### src/pkg/dsc_defs.svh
// Constants for the disk security command handler: opcodes, flag bits, word layout, timing.
// Assumes inclusion by bare name from the package and both end modules.
// Notes on behaviour
// Recalibrate opcode 1x moves heads to cylinder zero
// Cylinder zero unreachable sets track-zero-missing, error
// Disable-password takes exactly one host sector
// Sector: control word, 16 password words, reserved
// Selector bit picks user or master comparison
// Disable on match, master password kept
// Host issues disable-password only when unlocked; dsc_host issues it in any state and the device never checks the locked state
// Erase-prepare immediately precedes erase-unit, no data
// Erase-prepare also precedes format-unit; the device aborts format-unit as an unknown opcode, prepared or not
// Erase-unit without prior prepare is aborted
// Erase-unit takes sector, mismatch aborts
// Control bit 1 enhanced unsupported, rest reserved
// Erase covers zero to native maximum address
// Zeros written unverified, defect lists untouched
// After erase lock disabled, master kept
// Erase time reported in identify word 89
// Freeze-lock enters frozen state at once
// Frozen rejects set, unlock, disable, erase
// Frozen survives resets, cleared only power off
// User password enables lock, locks after reset
// Master password only stored, never locks
// Set-password takes one sector steering action
// Control bit 8 level, bit 0 identifier
// Rejections set aborted, error summary, clear busy
`ifndef DSC_DEFS_SVH
`define DSC_DEFS_SVH
`define DSC_OP_RECAL_HI   4'h1
`define DSC_OP_SET_PW     8'hf1
`define DSC_OP_UNLOCK     8'hf2
`define DSC_OP_ERASE_PREP 8'hf3
`define DSC_OP_ERASE_UNIT 8'hf4
`define DSC_OP_FREEZE     8'hf5
`define DSC_OP_DISABLE_PW 8'hf6
`define DSC_OP_FORMAT     8'hf7
`define DSC_ERR_TRK0_BIT  1
`define DSC_ERR_ABORT_BIT 2
`define DSC_ST_ERR_BIT    0
`define DSC_ST_DRQ_BIT    3
`define DSC_ST_SEEK_BIT   4
`define DSC_ST_RDY_BIT    6
`define DSC_ST_BSY_BIT    7
`define DSC_CW_ID_BIT     0
`define DSC_CW_ENH_BIT    1
`define DSC_CW_LEVEL_BIT  8
`define DSC_PW_FIRST      8'h01
`define DSC_PW_LAST       8'h10
`define DSC_SECTOR_LAST   8'hff
`define DSC_ID_ERASE_WORD 89
`define DSC_STEP_NS       40
`define DSC_CLK_NS        4
`define DSC_STEP_CYC      ((`DSC_STEP_NS + `DSC_CLK_NS - 1) / `DSC_CLK_NS)
`define DSC_ST_RESET      8'h50
`endif

### src/pkg/dsc_pkg.sv
// Types shared by both ends of the security command link.
// Assumes dsc_defs.svh on the include path.
`include "dsc_defs.svh"
package dsc_pkg;
  typedef enum logic [2:0] {DSC_IDLE, DSC_RECAL, DSC_XFER, DSC_ERASE, DSC_DONE} dsc_dev_state_t;
  typedef enum logic [1:0] {DSC_H_IDLE, DSC_H_WAIT, DSC_H_SEND, DSC_H_END} dsc_host_state_t;
endpackage

### src/pkg/dsc_if.sv
// Task-file link between host controller and drive security logic.
// Assumes one shared clock and reset supplied by the surrounding bench.
`timescale 1ns/100ps
`default_nettype none
interface dsc_if;
  logic        cmd_wr;
  logic [7:0]  opcode_port;
  logic [7:0]  drive_head_select;
  logic        data_wr;
  logic [15:0] data_word;
  logic [7:0]  error_flags;
  logic [7:0]  device_status_flags;
  modport dev (input cmd_wr, opcode_port, drive_head_select, data_wr, data_word,
               output error_flags, device_status_flags);
  modport host (output cmd_wr, opcode_port, drive_head_select, data_wr, data_word,
                input error_flags, device_status_flags);
endinterface
`default_nettype wire

### src/hw/dsc_device.sv
// Drive-side command execution for recalibrate and password security commands.
// Assumes host keeps the task-file protocol; media and heads are modelled as ports.
`timescale 1ns/100ps
`default_nettype none
`include "dsc_defs.svh"
module dsc_device
  import dsc_pkg::*;
#(
  parameter int ERASE_BLOCKS = 16,
  parameter logic [15:0] ERASE_MINUTES = 16'h0001
) (
  input  wire logic clk,              // 250 MHz clock
  input  wire logic rst,              // Async hard reset
  input  wire logic power_on,         // Power-on reset pulse, clears frozen
  dsc_if.dev        tf,               // Task file
  input  wire logic trk0_reached,     // Head at cylinder zero after a step
  output logic      head_step,        // Step pulse toward cylinder zero
  output logic      zero_wr,          // Zero write of one block
  output logic [31:0] zero_addr,      // Block being zeroed
  output logic [15:0] id_word89,      // Identify word 89
  output logic      lock_enabled,     // Lock function enabled
  output logic      locked,           // Device locked
  output logic      frozen            // Frozen state
);
  localparam int MAX_STEPS = 1024;
  typedef struct packed {
    dsc_dev_state_t st;
    logic [7:0]     op;
    logic [7:0]     err;
    logic [7:0]     sts;
    logic [7:0]     widx;
    logic [15:0]    cw;
    logic           mism;
    logic           prep;
    logic           lock_en;
    logic           lck;
    logic           frz;
    logic           maxlvl;
    logic [10:0]    steps;
    logic [7:0]     tick;
    logic [31:0]    addr;
    logic           relock;
    logic [2:0]     t0_sync;
    logic           t0;
    logic [15:0][15:0] upw;
    logic [15:0][15:0] mpw;
  } dsc_dev_t;
  dsc_dev_t s, next_s;

  function automatic logic guarded(input logic [7:0] op);
    return op == `DSC_OP_SET_PW || op == `DSC_OP_UNLOCK ||
           op == `DSC_OP_DISABLE_PW || op == `DSC_OP_ERASE_UNIT;
  endfunction

  function automatic logic [15:0] stored_word(input dsc_dev_t v, input logic [3:0] i);
    return v.cw[`DSC_CW_ID_BIT] ? v.mpw[i] : v.upw[i];
  endfunction

  logic [3:0] pw_i;
  assign pw_i = 4'(s.widx - `DSC_PW_FIRST);

  always_comb begin
    next_s = s;
    head_step = 1'b0;
    zero_wr = 1'b0;
    // Head sensor is asynchronous: three stages, taken when last two agree
    next_s.t0_sync = {s.t0_sync[1:0], trk0_reached};
    if (s.t0_sync[2] == s.t0_sync[1]) begin
      next_s.t0 = s.t0_sync[1];
    end
    if (tf.cmd_wr && s.st == DSC_IDLE) begin
      next_s.op = tf.opcode_port;
      next_s.err = 8'h00;
      next_s.sts = `DSC_ST_RESET | 8'h80;
      next_s.prep = (tf.opcode_port == `DSC_OP_ERASE_PREP);
      next_s.widx = 8'h00;
      next_s.mism = 1'b0;
      next_s.steps = 11'h000;
      if (tf.opcode_port[7:4] == `DSC_OP_RECAL_HI) begin
        next_s.st = DSC_RECAL;
      end else if (s.frz && guarded(tf.opcode_port)) begin
        next_s.st = DSC_DONE;
        next_s.err[`DSC_ERR_ABORT_BIT] = 1'b1;
      end else if (tf.opcode_port == `DSC_OP_ERASE_UNIT && !s.prep) begin
        next_s.st = DSC_DONE;
        next_s.err[`DSC_ERR_ABORT_BIT] = 1'b1;
      end else if (tf.opcode_port == `DSC_OP_SET_PW || tf.opcode_port == `DSC_OP_DISABLE_PW ||
                   tf.opcode_port == `DSC_OP_ERASE_UNIT) begin
        next_s.st = DSC_XFER;
        next_s.sts[`DSC_ST_DRQ_BIT] = 1'b1;
        next_s.sts[`DSC_ST_BSY_BIT] = 1'b0;
      end else if (tf.opcode_port == `DSC_OP_FREEZE) begin
        next_s.frz = 1'b1;
        next_s.st = DSC_DONE;
      end else if (tf.opcode_port == `DSC_OP_ERASE_PREP) begin
        next_s.st = DSC_DONE;
      end else begin
        next_s.st = DSC_DONE;
        next_s.err[`DSC_ERR_ABORT_BIT] = 1'b1;
      end
    end else begin
      case (s.st)
        DSC_IDLE: begin
        end
        DSC_RECAL: begin
          next_s.tick = s.tick + 8'h01;
          if (s.tick == 8'(`DSC_STEP_CYC - 1)) begin
            next_s.tick = 8'h00;
            if (s.t0) begin
              next_s.st = DSC_DONE;
            end else if (s.steps == 11'(MAX_STEPS)) begin
              next_s.err[`DSC_ERR_TRK0_BIT] = 1'b1;
              next_s.st = DSC_DONE;
            end else begin
              head_step = 1'b1;
              next_s.steps = s.steps + 11'h001;
            end
          end
        end
        DSC_XFER: begin
          if (tf.data_wr) begin
            next_s.widx = s.widx + 8'h01;
            if (s.widx == 8'h00) begin
              next_s.cw = tf.data_word;
            end else if (s.widx <= `DSC_PW_LAST) begin
              if (s.op == `DSC_OP_SET_PW) begin
                if (s.cw[`DSC_CW_ID_BIT]) next_s.mpw[pw_i] = tf.data_word;
                else next_s.upw[pw_i] = tf.data_word;
              end else if (tf.data_word != stored_word(s, pw_i)) begin
                next_s.mism = 1'b1;
              end
            end
            if (s.widx == `DSC_SECTOR_LAST) begin
              next_s.sts[`DSC_ST_DRQ_BIT] = 1'b0;
              next_s.sts[`DSC_ST_BSY_BIT] = 1'b1;
              next_s.st = DSC_DONE;
              if (s.op == `DSC_OP_SET_PW) begin
                if (!s.cw[`DSC_CW_ID_BIT]) begin
                  next_s.lock_en = 1'b1;
                  next_s.maxlvl = s.cw[`DSC_CW_LEVEL_BIT];
                end
              end else if (s.op == `DSC_OP_ERASE_UNIT && s.cw[`DSC_CW_ENH_BIT]) begin
                next_s.err[`DSC_ERR_ABORT_BIT] = 1'b1;
              end else if (s.mism) begin
                next_s.err[`DSC_ERR_ABORT_BIT] = 1'b1;
              end else if (s.op == `DSC_OP_ERASE_UNIT) begin
                next_s.st = DSC_ERASE;
                next_s.addr = 32'h0;
              end else begin
                next_s.lock_en = 1'b0;
                next_s.lck = 1'b0;
              end
            end
          end
        end
        DSC_ERASE: begin
          zero_wr = 1'b1;
          next_s.addr = s.addr + 32'h1;
          if (s.addr == 32'(ERASE_BLOCKS - 1)) begin
            next_s.lock_en = 1'b0;
            next_s.lck = 1'b0;
            next_s.st = DSC_DONE;
          end
        end
        DSC_DONE: begin
          next_s.sts[`DSC_ST_BSY_BIT] = 1'b0;
          next_s.sts[`DSC_ST_DRQ_BIT] = 1'b0;
          next_s.sts[`DSC_ST_ERR_BIT] = |s.err;
          next_s.st = DSC_IDLE;
        end
        default: next_s.st = DSC_IDLE;
      endcase
    end
    // Lock takes effect on the first cycle after any reset
    next_s.relock = 1'b0;
    if (power_on || s.relock) begin
      next_s.lck = s.lock_en;
    end
    if (power_on) begin
      next_s.frz = 1'b0;
    end
  end

  always_ff @(posedge clk or posedge rst) begin
    if (rst) begin
      s.st <= DSC_IDLE;
      s.op <= 8'h00;
      s.err <= 8'h00;
      s.sts <= `DSC_ST_RESET;
      s.widx <= 8'h00;
      s.cw <= 16'h0000;
      s.mism <= 1'b0;
      s.prep <= 1'b0;
      // Lock, frozen, level and passwords stay out of reset and persist
      s.relock <= 1'b1;
      s.t0_sync <= 3'h0;
      s.t0 <= 1'b0;
      s.tick <= 8'h00;
      s.steps <= 11'h000;
      s.addr <= 32'h0;
    end else begin
      s <= next_s;
    end
  end

  assign tf.error_flags = s.err;
  assign tf.device_status_flags = s.sts;
  assign zero_addr = s.addr;
  assign id_word89 = ERASE_MINUTES;
  assign lock_enabled = s.lock_en;
  assign locked = s.lck;
  assign frozen = s.frz;
endmodule
`default_nettype wire

### src/flat_wrapper.sv
// flat-port wrapper written by rule: the top's interface ports become plain ports
module dsc_device_flat import dsc_pkg::*;
#(
  parameter int ERASE_BLOCKS = 16,
  parameter logic [15:0] ERASE_MINUTES = 16'h0001
)
  (clk, rst, power_on, trk0_reached, head_step, zero_wr, zero_addr, id_word89, lock_enabled, locked, frozen, tf_cmd_wr, tf_opcode_port, tf_drive_head_select, tf_data_wr, tf_data_word, tf_error_flags, tf_device_status_flags);
  dsc_if tf_i ();
  input  wire logic clk;
  input  wire logic rst;
  input  wire logic power_on;
  input  wire logic trk0_reached;
  output logic head_step;
  output logic zero_wr;
  output logic [31:0] zero_addr;
  output logic [15:0] id_word89;
  output logic lock_enabled;
  output logic locked;
  output logic frozen;
  input wire logic [$bits(tf_i.cmd_wr)-1:0] tf_cmd_wr;
  input wire logic [$bits(tf_i.opcode_port)-1:0] tf_opcode_port;
  input wire logic [$bits(tf_i.drive_head_select)-1:0] tf_drive_head_select;
  input wire logic [$bits(tf_i.data_wr)-1:0] tf_data_wr;
  input wire logic [$bits(tf_i.data_word)-1:0] tf_data_word;
  output wire logic [$bits(tf_i.error_flags)-1:0] tf_error_flags;
  output wire logic [$bits(tf_i.device_status_flags)-1:0] tf_device_status_flags;
  assign tf_i.cmd_wr = tf_cmd_wr;
  assign tf_i.opcode_port = tf_opcode_port;
  assign tf_i.drive_head_select = tf_drive_head_select;
  assign tf_i.data_wr = tf_data_wr;
  assign tf_i.data_word = tf_data_word;
  assign tf_error_flags = tf_i.error_flags;
  assign tf_device_status_flags = tf_i.device_status_flags;
  dsc_device #(.ERASE_BLOCKS(ERASE_BLOCKS), .ERASE_MINUTES(ERASE_MINUTES)) u_core (.clk(clk), .rst(rst), .power_on(power_on), .tf(tf_i), .trk0_reached(trk0_reached), .head_step(head_step), .zero_wr(zero_wr), .zero_addr(zero_addr), .id_word89(id_word89), .lock_enabled(lock_enabled), .locked(locked), .frozen(frozen));
endmodule
### config.mk
export PLATFORM = sky130hd
export DESIGN_NAME = dsc_device_flat
export DESIGN_NICKNAME = d
export VERILOG_FILES = /design/src/pkg/dsc_pkg.sv /design/src/pkg/dsc_if.sv /design/src/hw/dsc_device.sv /design/src/flat_wrapper.sv
export VERILOG_INCLUDE_DIRS = /design/src /design/src/pkg
export SDC_FILE = /design/constraint.sdc
export NUM_CORES = 1
export LEC_CHECK = 0
export ABC_AREA = 1
export BUFFER_PORTS_ARGS = -buffer_cell sky130_fd_sc_hd__buf_4
export CAP_MARGIN = 0
export CORE_MARGIN = 2
export CORE_UTILIZATION = 60
export DETAILED_ROUTE_END_ITERATION = 6
export GPL_TIMING_DRIVEN = 0
export HOLD_SLACK_MARGIN = 0.08
export PLACE_DENSITY_LB_ADDON = 0.12
export SLEW_MARGIN = 0
export SYNTH_ARGS = -nofsm -noshare
export SYNTH_HDL_FRONTEND = slang
export SYNTH_SLANG_ARGS = --single-unit
### constraint.sdc
create_clock -name clk -period 4.86 [get_ports clk]
set_input_delay 0.243 -clock clk [delete_from_list [all_inputs] [get_ports clk]]
set_output_delay 0.243 -clock clk [all_outputs]
set_load 0.005 [all_outputs]
== After elaboration in Yosys (flattened, before gate mapping) ==
Index checks and enable logic that the tools add are counted.

* Add/sub/neg operators: 5
* $mul: 0
* Divide/modulo/power cells: 0
* $lt $le $gt $ge: 3
* Equal/unequal tests: 48
* Shift operators: 0
* Mux-type cells: 105
* Bitwise gates (word level): 4
* Reduce and logical (&&, ||, !) cells: 42

{| class="wikitable"
|+ Operator list
! cell !! count
|-
| 256-bit bitwise mux || 2
|-
| 32-bit 2-to-1 mux || 6
|-
| 16-bit binary-select mux with 4-bit select || 2
|-
| 16-bit 2-to-1 mux || 5
|-
| 8-bit == test (second input constant) || 9
|-
| 16-bit demux with 4-bit select || 1
|-
| 32-bit one-hot mux with 2 select lines || 1
|-
| 1-bit 2-to-1 mux || 54
|-
| 25-bit 2-to-1 mux || 2
|-
| 3-bit 2-to-1 mux || 15
|-
| 19-bit 2-to-1 mux || 2
|-
| 11-bit 2-to-1 mux || 3
|-
| 32-bit by 1-bit adder with 32-bit output (second input constant) || 1
|-
| 32-bit by 4-bit == test with 1-bit output (second input constant) || 1
|-
| 8-bit AND reduction || 3
|-
| 10-bit AND reduction || 2
|-
| 2-bit nonzero test || 10
|-
| 3-bit inequality test (second input constant) || 6
|-
| 8-bit by 1-bit adder with 8-bit output (second input constant) || 2
|-
| 16-bit inequality test || 1
|-
| 3-bit by 1-bit inequality test with 1-bit output (second input constant) || 5
|-
| 2-bit 2-to-1 mux || 7
|-
| 2-bit inequality test (second input constant) || 7
|-
| 2-bit by 1-bit inequality test with 1-bit output (second input constant) || 6
|-
| 31 further kinds || 54
|}

* Bits in registers: 613
* Bits in latches: 0
* RAM bits: 0
* Bits in read-only memories: 0
* Input port bits: 38
* Logic and storage cells: 258
* Memories: 0

== Longest topological paths before layout ==
* Depth after elaboration: 12
* Gate-level depth with buffers: 24
* Gate-level depth less buffers: 19

== Worst setup path before layout ==
No wires, ideal clock.

* Path type: register to register
* Start point: register u_core.s[590] in the netlist's numbering
* End point: register u_core.s[272] in the netlist's numbering (enable)
* Arrival time: 3.234 ns
* Data required time: 4.451 ns
* Path slack: 1.217 ns
* Stages on the path, launching flop included: 13
* Buffers on the path: 4
* Clock period less this slack: 3.643 ns
* Cells stage by stage: dfrtp_1 -> buf_4 -> inv_2 -> buf_2 -> buf_2 -> ha_1 -> nand3_1 -> nand2_1 -> nand3b_1 -> nor4_2 -> nand3_1 -> buf_2 -> nor3_1

* Longest elaborated chain between the ends: 3

{| class="wikitable"
|+ RTL lines
! item !! RTL line !! source
|-
| from (decl) || dsc_device.sv:48 || <nowiki>dsc_dev_t s, next_s;</nowiki>
|-
| from (signal assigned) || dsc_device.sv:202 || <nowiki>s <= next_s;</nowiki>
|-
| parallel branches: the longest is 2 deep, another holds 8-bit by 5-bit <= comparator with 1-bit output || - ||
|-
| 8-bit AND reduction (no source line) (*) || - ||
|}

Mark *: on every way between the ends.
A chain may end at the register's enable or synchronous reset.

== Final worst setup path ==
* Start point: register u_core.s[590] in the netlist's numbering
* End point: register u_core.s[311] in the netlist's numbering (enable)

The elaborated chain is that of the path after synthesis.

==> impl_metrics.tcl <==
set metrics [dict create \
    outcome "finished clean" \
    synth.distinct_cells 50 \
    syn_avg_cell_area_um2 10.1 \
    synth-edff-count 515 \
    cap_violations 0 \
    initial_core_util 0.608 \
    insertion_delay_ns 0.66 \
    ctsResizeCount 0 \
    setup-tns-final_ns 0 \
    dieArea_um2 46400 \
    hold_viol 0 \
    ys_seq_area_frac 0.655 \
    finalNonFillerCells 3531 \
    critical_path_class "register to register" \
    ant_nets 0 \
    synthCells 2645 \
    syn2layout_area_growth_pct 16.7 \
    cts_max_level 2 \
    synth_seq_cells 599 \
    first_global_vias 19600 \
    gr-total-overflow 0 \
    port_buffers 71 \
    endpoint_kind "register" \
    grt_setup_unrepaired "false" \
    power_density_nw_per_um2 342 \
    crit_fanout 12 \
    grt_pass1_wl_um 117000 \
    dp_cells 3397 \
    placed_area_um2 29100 \
    clock_sinks 599 \
    nNetsFinal 2944 \
    cts_setup_buffers 0 \
    worst_slew_margin_rel 0.238 \
    finish.instance_area_um2 31300 \
    skew_ns 0.0395 \
    ioPinCount 107 \
    antenna_found_initial 0 \
    rrSetupSlack_ns 0.31 \
    cts_tree "built" \
    drcViolationCount 0 \
    synth_ff_type "edfxtp_1" \
    synth_area_um2 26800 \
    yosys_warnings 0 \
    clkTransAtPathRegs_ns 0.06 \
    tightest_slew_ns 1.14 \
    hp-class "primary input to asynchronous set/reset pin" \
    numCtsBuffers 60 \
    vias 20700 \
    dr.pass1.iters 6 \
    startpoint_type "register" \
    routedWlPerCell_um 22.1 \
    clock_path_buffers 3 \
    pre_cts_slack_ns 0.492 \
    routed_wl_um 77900 \
    drt_iter0_markers 2745 \
    max_freq_mhz 220 \
    grt_use_total 0.337 \
    final_layout_size_suffix_gt1_frac 0.139 \
    fin_crit_sh 0.936 \
    core_area_um2 44100 \
    p_leak_nw 12.8 \
    cp.arrival_ns 4.91 \
    die_h_um 215 \
    fin_ws_ns 0.309 \
    cts_root_buf "clkbuf_16" \
    antenna_cells 0 \
    drv_slew 0 \
    fin_crit_ns 4.55 \
    drt-vias-per-instance 5.85 \
    ir_worst_vdd_v 0.000332 \
    dpl.hpwl_um 53700 \
    grt_max_degree 66 \
    gp_congestion 0.938 \
    synthArstFlopShare 0.140 \
    die_x_um 215 \
    finalSetupViolCount 0 \
    required_ns 5.22 \
    row_count 77 \
]
==> critical path, stage by stage, from the launching register on <==
cell and delay (ns):
dfrtp_1 0.43, buf_4 0.22, inv_2 0.14, buf_2 0.35, buf_2 0.34, ha_1 0.26
nand3_1 0.13, nand2_1 0.08, nand3b_1 0.11, nor4_2 0.27, nand3_1 0.40, buf_2 0.38
nor3_2 0.88, buf_6 0.28
==> power breakdown <==
part | total, W | internal (W) | switching (W) | leakage [nW]
logic | 0.000443 | 0.000154 | 0.000289 | 6.22
clock network | 0.00461 | 0.00261 | 0.00199 | 0.938
registers | 0.00566 | 0.00563 | 0.0000304 | 5.63
==> layout by cell type, fill, tap and decap left out, types with 4 or more instances in the layout <==
| master | netlist | final |
|---|---|---|
| o21ai_0 | 37 | 37 |
| conb_1 | 2 | 28 |
| dlygate4sd3_1 | 0 | 28 |
| buf_1 | 12 | 12 |
| buf_2 | 52 | 52 |
| a21oi_1 | 25 | 25 |
| clkinv_1 | 5 | 13 |
| buf_6 | 6 | 59 |
| nor4_1 | 19 | 19 |
| or2_2 | 4 | 4 |
| nand4_1 | 17 | 17 |
| inv_2 | 4 | 4 |
| clkbuf_16 | 0 | 61 |
| clkinvlp_4 | 0 | 4 |
| nor2_1 | 74 | 74 |
| nand3_1 | 292 | 292 |
| ha_1 | 11 | 11 |
| nor2_2 | 4 | 4 |
| nor3_2 | 1 | 33 |
| bufinv_16 | 0 | 5 |
| inv_1 | 104 | 103 |
| o22ai_1 | 24 | 24 |
| nand3b_1 | 12 | 12 |
| clkbuf_1 | 44 | 56 |
| xor2_1 | 24 | 24 |
| edfxtp_1 | 515 | 515 |
| buf_8 | 0 | 4 |
| dfrtp_1 | 83 | 83 |
| clkinv_2 | 1 | 8 |
| nor3_1 | 70 | 38 |
| nand2_1 | 1100 | 1100 |
| buf_4 | 68 | 144 |
==> per-stage QoR <==
| step | total power (W) | hold WS [ns] | util |
|---|---|---|---|
| floorplan | 0.00599 | 0.274 | - |
| global placement | 0.00616 | 0.334 | 0.639 |
| detailed placement | 0.00618 | 0.270 | 0.659 |
| CTS | 0.0107 | 0.160 | 0.709 |
| global route | 0.0110 | 0.210 | 0.709 |
| finish | 0.0107 | 0.175 | 0.709 |
==> registers in the layout, indices dropped and copies added, names as in the netlist <==
signal / flops
u_core.s: 557
u_core.zero_addr: 32
u_core.tf.device_status_flags: 3
u_core.next_s: 2
u_core.tf.error_flags: 2
u_core.frozen: 1
u_core.lock_enabled: 1
u_core.locked: 1
==> final cells by class <==
| class | count | area, µm² |
|---|---|---|
| fillers | 3214 | 12800 |
| repair buffers | 162 | 1540 |
| inverters | 114 | 432 |
| clock buffers | 76 | 1610 |
| well taps | 592 | 741 |
| multi-input cells | 1776 | 8030 |
| plain buffers | 182 | 1050 |
| flip-flops and latches | 599 | 17600 |
| clock inverters | 30 | 340 |
==> per-layer routing <==
metal | vias up | wire, µm | track usage
met5 | - | 0 | 0
met4 | 0 | 3610 | 0.151
met3 | 248 | 9280 | 0.0689
met2 | 1279 | 35900 | 0.532
met1 | 9810 | 29100 | 0.458
li1 | 9327 | - | -
==> repair_timing <==
item | in CTS | in global routing
endpoints found under the setup margin | 0 | 0
hold buffers | 28 | 0
hold endpoints to repair | 612 | 0
==> cell families after synthesis <==
| family | count (synthesis) | share of synthesized area |
|---|---|---|
| and+or+nand+nor | 1608 | 0.252 |
| other | 2 | 0.000280 |
| adders and majority gates | 12 | 0.00551 |
| DFF | 599 | 0.655 |
| xor gates and xnor gates | 29 | 0.0112 |
| buffers and inverters | 296 | 0.0551 |
| AOI/OAI and AO/OA | 99 | 0.0210 |
==> synth_stat cells, drive strengths merged, types with 4 or more instances <==
cell type	n	area, µm²
clkbuf	44	165
nand3	295	1500
ha	11	138
nand3b	12	90.1
nand4	18	119
clkinv	6	23.8
inv	108	405
nor4	21	144
buf	138	883
o22ai	24	150
edfxtp	515	15500
xor2	26	265
nand2	1103	4160
dfrtp	83	2080
nor2	79	323
nor3	71	360
or2	4	25.0
a21oi	25	125
o21ai	38	194
==> worst paths after layout <==
| kind | start | endpoint | cells after the start |
|---|---|---|---|
| worst min register to register | u_core.next_s[514] | u_core.next_s[515] | 0 |
| worst max-delay path | u_core.s[590] | u_core.s[311] | 13 |
| max in group asynchronous | rst | u_core.s[516] | 4 |
| worst max register to register | u_core.s[590] | u_core.s[311] | 13 |
| min in group clk | tf_data_wr | u_core.s[590] | 5 |
| worst min-delay path | rst | u_core.zero_addr[1] | 3 |
Power figures use the tool's default switching activity.
